### src/iopws_pkg.sv
package iopws_pkg;
  // Port geometry
  localparam int PORT_W     = 8;
  localparam int PORT_N     = 4;
  localparam int PIN_N      = 32;
  // Port indices inside the packed pin vector
  localparam int PA         = 0;
  localparam int PB         = 1;
  localparam int PC         = 2;
  localparam int PD         = 3;
  // Reset values
  localparam logic [31:0] DIR_RST   = 32'h00000000;
  localparam logic [31:0] DATA_RST  = 32'h00000000;
  localparam logic [31:0] PULL_RST  = 32'h00000000;
  localparam logic [31:0] WAKE_RST  = 32'h00000000;
  // Shared bit positions
  localparam int PB_IR      = 7;
  localparam int PB_EXT_INT = 6;
  localparam int PB_RTC_HI  = 5;
  localparam int PB_RTC_LO  = 4;
  localparam int PA_TCLK_A  = 4;
  localparam int CC_LO      = 4;
  localparam int SPI_CS     = 0;
  localparam int SPI_CK     = 1;
  localparam int SPI_TX     = 2;
  localparam int SPI_RX     = 3;
  // Wakeup arm state
  typedef enum logic [1:0] {
    IOPWS_IDLE  = 2'b01,
    IOPWS_ARMED = 2'b10
  } iopws_arm_e;
endpackage

### src/iopws_port.sv
`timescale 1ns/1ps
`default_nettype none
module iopws_port
  import iopws_pkg::*;
(
  input  wire logic        clk,
  input  wire logic        rst_n,
  input  wire logic        ce,
  // Software side
  input  wire logic [31:0] dir_wdata,
  input  wire logic [3:0]  dir_we,
  input  wire logic [31:0] data_wdata,
  input  wire logic [3:0]  data_we,
  input  wire logic [31:0] pull_low_en,
  input  wire logic [31:0] wake_en,
  input  wire logic        key_wake_on,
  input  wire logic        sleeping,
  output logic [31:0]      pin_rdata,
  output logic [31:0]      port_data_latch,
  output logic [31:0]      port_dir,
  output logic             key_wake,
  output logic             wake_out,
  input  wire logic        irq_wake,
  // Pins
  input  wire logic [31:0] pin_i,
  output logic [31:0]      pin_o,
  output logic [31:0]      pin_oe,
  output logic [31:0]      pin_pd,
  // Shared module enables and signals
  input  wire logic [3:0]  led_en,
  input  wire logic [3:0]  led_brightness_outputs,
  input  wire logic        ir_en,
  input  wire logic        ir_out,
  input  wire logic [1:0]  rtc_en,
  input  wire logic [1:0]  rtc_out,
  input  wire logic [2:0]  cc_a_en,
  input  wire logic [2:0]  cc_a_out,
  input  wire logic [2:0]  cc_b_en,
  input  wire logic [2:0]  cc_b_out,
  input  wire logic        i2s_out_en,
  input  wire logic [2:0]  i2s_out,
  input  wire logic        spi_en,
  input  wire logic        spi_cs_o,
  input  wire logic        spi_cs_oe,
  input  wire logic        spi_ck_o,
  input  wire logic        spi_ck_oe,
  input  wire logic        spi_tx_o,
  input  wire logic        spi_tx_oe,
  output logic [7:0]       adc_in,
  output logic [2:0]       timer_clk_in,
  output logic [1:0]       quad_first_in,
  output logic [1:0]       quad_second_in,
  output logic [2:0]       i2s_in,
  output logic             ext_int_in,
  output logic [1:0]       rtc_in,
  output logic             spi_rx_in,
  output logic             spi_cs_in,
  output logic             spi_ck_in
);

  // ----------------------------------------
  // State
  // ----------------------------------------
  typedef struct packed {
    logic [31:0] dir;
    logic [31:0] latch;
    logic [31:0] snap;
    iopws_arm_e  arm;
    logic        wake;
  } iopws_state_s;

  iopws_state_s st;
  iopws_state_s next_st;

  // Byte-lane write select, used for both registers
  function automatic logic [31:0] lane_merge(input logic [31:0] old_v,
                                             input logic [31:0] new_v,
                                             input logic [3:0]  we);
    logic [31:0] r;
    r = old_v;
    for (int i = 0; i < PORT_N; i++) begin
      if (we[i]) begin
        r[i*PORT_W +: PORT_W] = new_v[i*PORT_W +: PORT_W];
      end
    end
    return r;
  endfunction

  // ----------------------------------------
  // Next-state logic
  // ----------------------------------------
  // Snapshot of the pin levels taken at arming; the latch plays no part
  always_comb begin
    next_st       = st;
    next_st.dir   = lane_merge(st.dir, dir_wdata, dir_we);
    next_st.latch = lane_merge(st.latch, data_wdata, data_we);
    next_st.wake  = 1'b0;
    case (st.arm)
      IOPWS_IDLE: begin
        if (key_wake_on) begin
          next_st.arm  = IOPWS_ARMED;
          next_st.snap = pin_i;
        end
      end
      IOPWS_ARMED: begin
        if (!key_wake_on) begin
          next_st.arm = IOPWS_IDLE;
        end else if (|((pin_i ^ st.snap) & wake_en)) begin
          next_st.wake = 1'b1;
        end
      end
      default: begin
        next_st.arm = IOPWS_IDLE;
      end
    endcase
  end

  // Clock enable freezes all state; reset still acts while ce is low
  always_ff @(posedge clk) begin
    if (!rst_n) begin
      st.dir   <= DIR_RST;
      st.latch <= DATA_RST;
      st.snap  <= DATA_RST;
      st.arm   <= IOPWS_IDLE;
      st.wake  <= 1'b0;
    end else if (ce) begin
      st <= next_st;
    end
  end

  // ----------------------------------------
  // Pin muxing
  // ----------------------------------------
  // GPIO default, then shared functions override per pin
  always_comb begin
    pin_o  = st.latch;
    pin_oe = st.dir;
    // LED brightness, IR, RTC on port B
    for (int i = 0; i < 4; i++) begin
      if (led_en[i]) begin
        pin_o[PB*PORT_W+i]  = led_brightness_outputs[i];
        pin_oe[PB*PORT_W+i] = 1'b1;
      end
    end
    if (ir_en) begin
      pin_o[PB*PORT_W+PB_IR]  = ir_out;
      pin_oe[PB*PORT_W+PB_IR] = 1'b1;
    end
    for (int i = 0; i < 2; i++) begin
      if (rtc_en[i]) begin
        pin_o[PB*PORT_W+PB_RTC_LO+i]  = rtc_out[i];
        pin_oe[PB*PORT_W+PB_RTC_LO+i] = 1'b1;
      end
    end
    // Capture/compare on A4..A6 and B4..B6
    for (int i = 0; i < 3; i++) begin
      if (cc_a_en[i]) begin
        pin_o[PA*PORT_W+CC_LO+i]  = cc_a_out[i];
        pin_oe[PA*PORT_W+CC_LO+i] = 1'b1;
      end
      if (cc_b_en[i]) begin
        pin_o[PB*PORT_W+CC_LO+i]  = cc_b_out[i];
        pin_oe[PB*PORT_W+CC_LO+i] = 1'b1;
      end
    end
    // Audio out on A5..A7; wins over capture/compare on shared A5/A6
    if (i2s_out_en) begin
      for (int i = 0; i < 3; i++) begin
        pin_o[PA*PORT_W+5+i]  = i2s_out[i];
        pin_oe[PA*PORT_W+5+i] = 1'b1;
      end
    end
    // SPI owns D0..D3 outright; GPIO bits are ignored
    if (spi_en) begin
      pin_o[PD*PORT_W+SPI_CS]  = spi_cs_o;
      pin_oe[PD*PORT_W+SPI_CS] = spi_cs_oe;
      pin_o[PD*PORT_W+SPI_CK]  = spi_ck_o;
      pin_oe[PD*PORT_W+SPI_CK] = spi_ck_oe;
      pin_o[PD*PORT_W+SPI_TX]  = spi_tx_o;
      pin_oe[PD*PORT_W+SPI_TX] = spi_tx_oe;
      pin_o[PD*PORT_W+SPI_RX]  = 1'b0;
      pin_oe[PD*PORT_W+SPI_RX] = 1'b0;
    end
  end

  // Weak pull-low only on pins not being driven
  assign pin_pd = pull_low_en & ~pin_oe;

  // Input taps for shared modules
  assign adc_in         = pin_i[PC*PORT_W +: PORT_W];
  assign spi_cs_in      = pin_i[PD*PORT_W+SPI_CS];
  assign spi_ck_in      = pin_i[PD*PORT_W+SPI_CK];
  assign spi_rx_in      = pin_i[PD*PORT_W+SPI_RX];
  assign ext_int_in     = pin_i[PB*PORT_W+PB_EXT_INT];
  assign rtc_in         = pin_i[PB*PORT_W+PB_RTC_LO +: 2];
  assign timer_clk_in   = pin_i[PA*PORT_W+PA_TCLK_A +: 3];
  assign quad_first_in  = pin_i[PA*PORT_W +: 2];
  assign quad_second_in = pin_i[PA*PORT_W+2 +: 2];
  assign i2s_in         = pin_i[PA*PORT_W +: 3];

  // Reads see the pin node, not the latch
  assign pin_rdata       = pin_i;
  assign port_data_latch = st.latch;
  assign port_dir        = st.dir;
  assign key_wake        = st.wake;
  // Either source ends sleep; interrupts stay level, key stays sticky-free
  assign wake_out        = sleeping & (st.wake | irq_wake);

  // ----------------------------------------
  // Assertions
  // ----------------------------------------
  latch_write_a: assert property (@(posedge clk) disable iff (!rst_n)
    ce && data_we[0] |=> port_data_latch[7:0] == $past(data_wdata[7:0]))
    else $error("port latch not loaded");
  key_detect_a: assert property (@(posedge clk) disable iff (!rst_n)
    ce && st.arm == IOPWS_ARMED && key_wake_on && |((pin_i ^ st.snap) & wake_en)
    |=> key_wake)
    else $error("key change missed");
  // A frozen flag may outlive its cause while ce is low
  no_false_a: assert property (@(posedge clk) disable iff (!rst_n)
    key_wake && $past(ce) |-> $past(|((pin_i ^ st.snap) & wake_en)))
    else $error("spurious key wake");
  snap_arm_a: assert property (@(posedge clk) disable iff (!rst_n)
    ce && st.arm == IOPWS_IDLE && key_wake_on |=> st.snap == $past(pin_i))
    else $error("snapshot not taken");
  sleep_wake_a: assert property (@(posedge clk) disable iff (!rst_n)
    sleeping && key_wake |-> wake_out)
    else $error("sleep not ended");
  spi_own_a: assert property (@(posedge clk) disable iff (!rst_n)
    spi_en |-> pin_oe[PD*PORT_W+SPI_RX] == 1'b0 && pin_o[PD*PORT_W+SPI_TX] == spi_tx_o)
    else $error("spi pins not owned");
  gpio_pass_a: assert property (@(posedge clk) disable iff (!rst_n)
    !spi_en |-> pin_oe[31:24] == port_dir[31:24] && pin_o[31:24] == port_data_latch[31:24])
    else $error("gpio path wrong");
  pull_low_a: assert property (@(posedge clk) disable iff (!rst_n)
    pin_pd[0] |-> pull_low_en[0] && !pin_oe[0])
    else $error("pull low on driven pin");
  led_pin_a: assert property (@(posedge clk) disable iff (!rst_n)
    led_en[0] |-> pin_oe[8] && pin_o[8] == led_brightness_outputs[0])
    else $error("led pin not driven");

  cov_wake: cover property (@(posedge clk) disable iff (!rst_n) sleeping && key_wake);
  cov_spi: cover property (@(posedge clk) disable iff (!rst_n) spi_en && |data_we);
  cov_arm: cover property (@(posedge clk) disable iff (!rst_n)
    st.arm == IOPWS_IDLE ##1 st.arm == IOPWS_ARMED);

endmodule
`default_nettype wire

### config.mk
export PLATFORM = sky130hd
export DESIGN_NAME = iopws_port
export DESIGN_NICKNAME = d
export VERILOG_FILES = /design/src/iopws_pkg.sv /design/src/iopws_port.sv
export SDC_FILE = /design/constraint.sdc
export NUM_CORES = 1
export LEC_CHECK = 0
export ABC_AREA = 1
export BUFFER_PORTS_ARGS = -buffer_cell sky130_fd_sc_hd__buf_2
export CORE_AREA = 2 2 165 167
export DETAILED_ROUTE_END_ITERATION = 8
export DIE_AREA = 0 0 167 169
export SLEW_MARGIN = 0
export SYNTH_ARGS = -nofsm -noshare
export SYNTH_HDL_FRONTEND = slang
export SYNTH_SLANG_ARGS = --single-unit
### constraint.sdc
create_clock -name clk -period 3.3 [get_ports clk]
set_input_delay 0.33 -clock clk [delete_from_list [all_inputs] [get_ports clk]]
set_output_delay 0.33 -clock clk [all_outputs]
set_load 0.01 [all_outputs]
==> qor.yml <==
status:
  outcome: "complete, no violations"
grt:
  grt_usage_pct: 14.0
  overflow: 0
  antenna_found_initial: 2
  grt_pass1_vias: 5646
  grt_max_degree: 99
  grt_first_pass_wirelength_mm: 30.7
logic_synthesis:
  yosys_register_bits: 99
  syn_inst: 885
  synth_seq_area_share_pct: 34.1
  syn_avg_cell_area_um2: 6.57
  synth_area_leaders: "dfxtp_1, buf_4, nor2_1"
  synth_cell_types: 21
  synth_nets: 1096
  syn_area_um2: 5810
  synth_top_cell_by_area: "dfxtp_1"
  yosys_warnings: 0
  yosysTopAreaCellShare_pct: 34.1
floorplan:
  rows: 60
  start_util_pct: 21.9
  die-area_um2: 28200
  io_pins: 429
  chipWidth_um: 167
  core_um2: 26500
  die_y_um: 169
clock_tree:
  clkLatencyLatePin_ns: 0.35
  cts_setup_buffers: 0
  clk_pin_slew_worst_paths_ns: 0.07
  cts_resized: 0
  cts_root_buf: "clkbuf_16"
  clockBufferDepth: 2
  cts_tree: "built"
  cts_buffers: 9
  cts_htree_levels: 3
  cts_sinks: 99
  ctsHoldBuffers: 0
worst_setup_path:
  crit_required_ns: 2.97
  crit_type: "register to primary output"
  critPathMaxFanout: 3
  cp_slowest_cell: "dfxtp_1"
  crit_family: "simple AND/OR/NAND/NOR gates"
  crit_path_cell_trace: "or2_2 > nor2_1 > buf_2"
  worstSetupStartpoint: "port_dir[11]"
  worst_path_largest_cell_delay_ns: 0.36
  arrival_ns: 1.29
  path_buf_inv: 1
  cp-start-kind: "register"
  endpoint_kind: "primary output"
  r2r_start: "st[1]"
routing:
  firstDrtPassIters: 6
  drt_iter0_markers: 256
  via_count: 6070
  via_per_inst: 4.05
  drt-total-wl_mm: 20.8
  post_drt_wl_per_cell_um: 13.9
  drc_errors: 0
  drtAntennaViolNets: 0
placement:
  routabilityCongestion: 0.864
  place_ws_ns: 1.60
  portBuffers: 428
  dpl.hpwl_mm: 17.0
layout:
  n_fill_cell: 2976
  nNetsFinal: 1365
  drive_gt1_share_pct: 39.3
  layout_commonest_cell: "buf_2"
  area_growth_pct: 28.6
  layout_common_cells: "buf_2, nor2_1, nand2_1"
  num_antenna_cells: 0
power:
  leakagePower_nw: 4.22
  ir_worst_vdd_mv: 0.202
  p_per_area_nw_per_um2: 432
timing:
  rsz0062_at_grt: "no"
  tns_ns: 0
  layout_min_cycle_time_ns: 1.62
  setup_violations: 0
  worstMarginPinSlew_ns: 0.883
  hold_viol: 0
  fin_skew_ns: 0.00713
  fmax_mhz: 617
  slew_viol_final: 0
  slew_headroom_pct: 41.1
  timing.final.ws_setup_ns: 1.68
  fin_crit_sh_pct: 49.1
flow_run:
  maxCapViolCount: 0
min_path:
  hold_start: "data_wdata[7]"
  hold_class: "input port to register"
## worst min-delay path, delay by kind of cell
kind                   cells  cell delay (ns)
buffers and inverters      1             0.07
and+or+nand+nor            1             0.07
AOI/OAI and AO/OA          1             0.06
## through the flow
stage	instance area, um^2	hold WS, ns	util, %	std cells	power (mW)
2_1_floorplan	5810	0.439	-	885	1.85
3_3_place_gp	7150	0.450	27.0	1484	2.09
3_5_place_dp	7150	0.458	27.0	1484	2.10
5_1_grt	7470	0.222	28.2	1500	3.42
6_report	7470	0.213	28.2	1500	3.22
4_1_cts	7470	0.198	28.2	1500	3.29
## final cells by class
cell class / count / area (um^2) / share of cell area [%]
clock buffers: 10 / 229 / 3.06
inverters: 117 / 439 / 5.88
clock inverters: 6 / 90.1 / 1.21
well taps: 341 / 427 / 5.71
flip-flops and latches: 99 / 1980 / 26.5
repair buffers: 430 / 2160 / 28.9
multi-input cells: 497 / 2150 / 28.7
## cell families after synthesis
logic type,Yosys count,share of synthesized area [%]
compound gates,154,13.4
buf+inv,289,28.9
flops,99,34.1
simple gates,343,23.5
## Yosys cell counts
cell / n
inv_1: 117
o21ai_1: 3
nand3_1: 33
o211ai_1: 1
a21oi_1: 46
clkbuf_1: 6
dfxtp_1: 99
nand2_1: 128
buf_1: 1
o21a_1: 2
o21ai_0: 101
nor2_2: 1
buf_4: 154
nand3_2: 1
nor2_1: 168
clkbuf_2: 4
a31oi_1: 1
clkbuf_4: 2
buf_2: 5
or2_1: 4
or2_2: 8
## power breakdown
part	internal [mW]	switching (mW)	total, mW
sequential	1.28	0.0646	1.34
clock	0.667	0.495	1.16
combinational	0.307	0.413	0.720
total	2.25	0.973	3.22
## flip-flops by register name, summed over array words and instances (netlist names)
name             flops
port_data_latch     32
key_wake             1
port_dir            32
st                  34
## per-layer routing
metal / share of wire, % / wire [um] / GRT usage [%] / vias up
li1: - / - / - / 3109
met1: 40 / 8270 / 15.5 / 2673
met2: 50 / 10500 / 26.0 / 255
met3: 7.4 / 1540 / 3.69 / 29
met4: 2.4 / 490 / 4.95 / 4
met5: 0.086 / 18 / 0 / -
## worst paths after layout
path	slack [ns]	endpoint	cells past startpoint
worst max-delay path	1.68	pin_pd[11]	3
worst min-delay path	0.21	port_data_latch[7]	3
worst max register to register	1.88	st[24]	7
worst min register to register	0.46	port_data_latch[15]	2
Note: power is estimated with default switching activity, not from simulation.
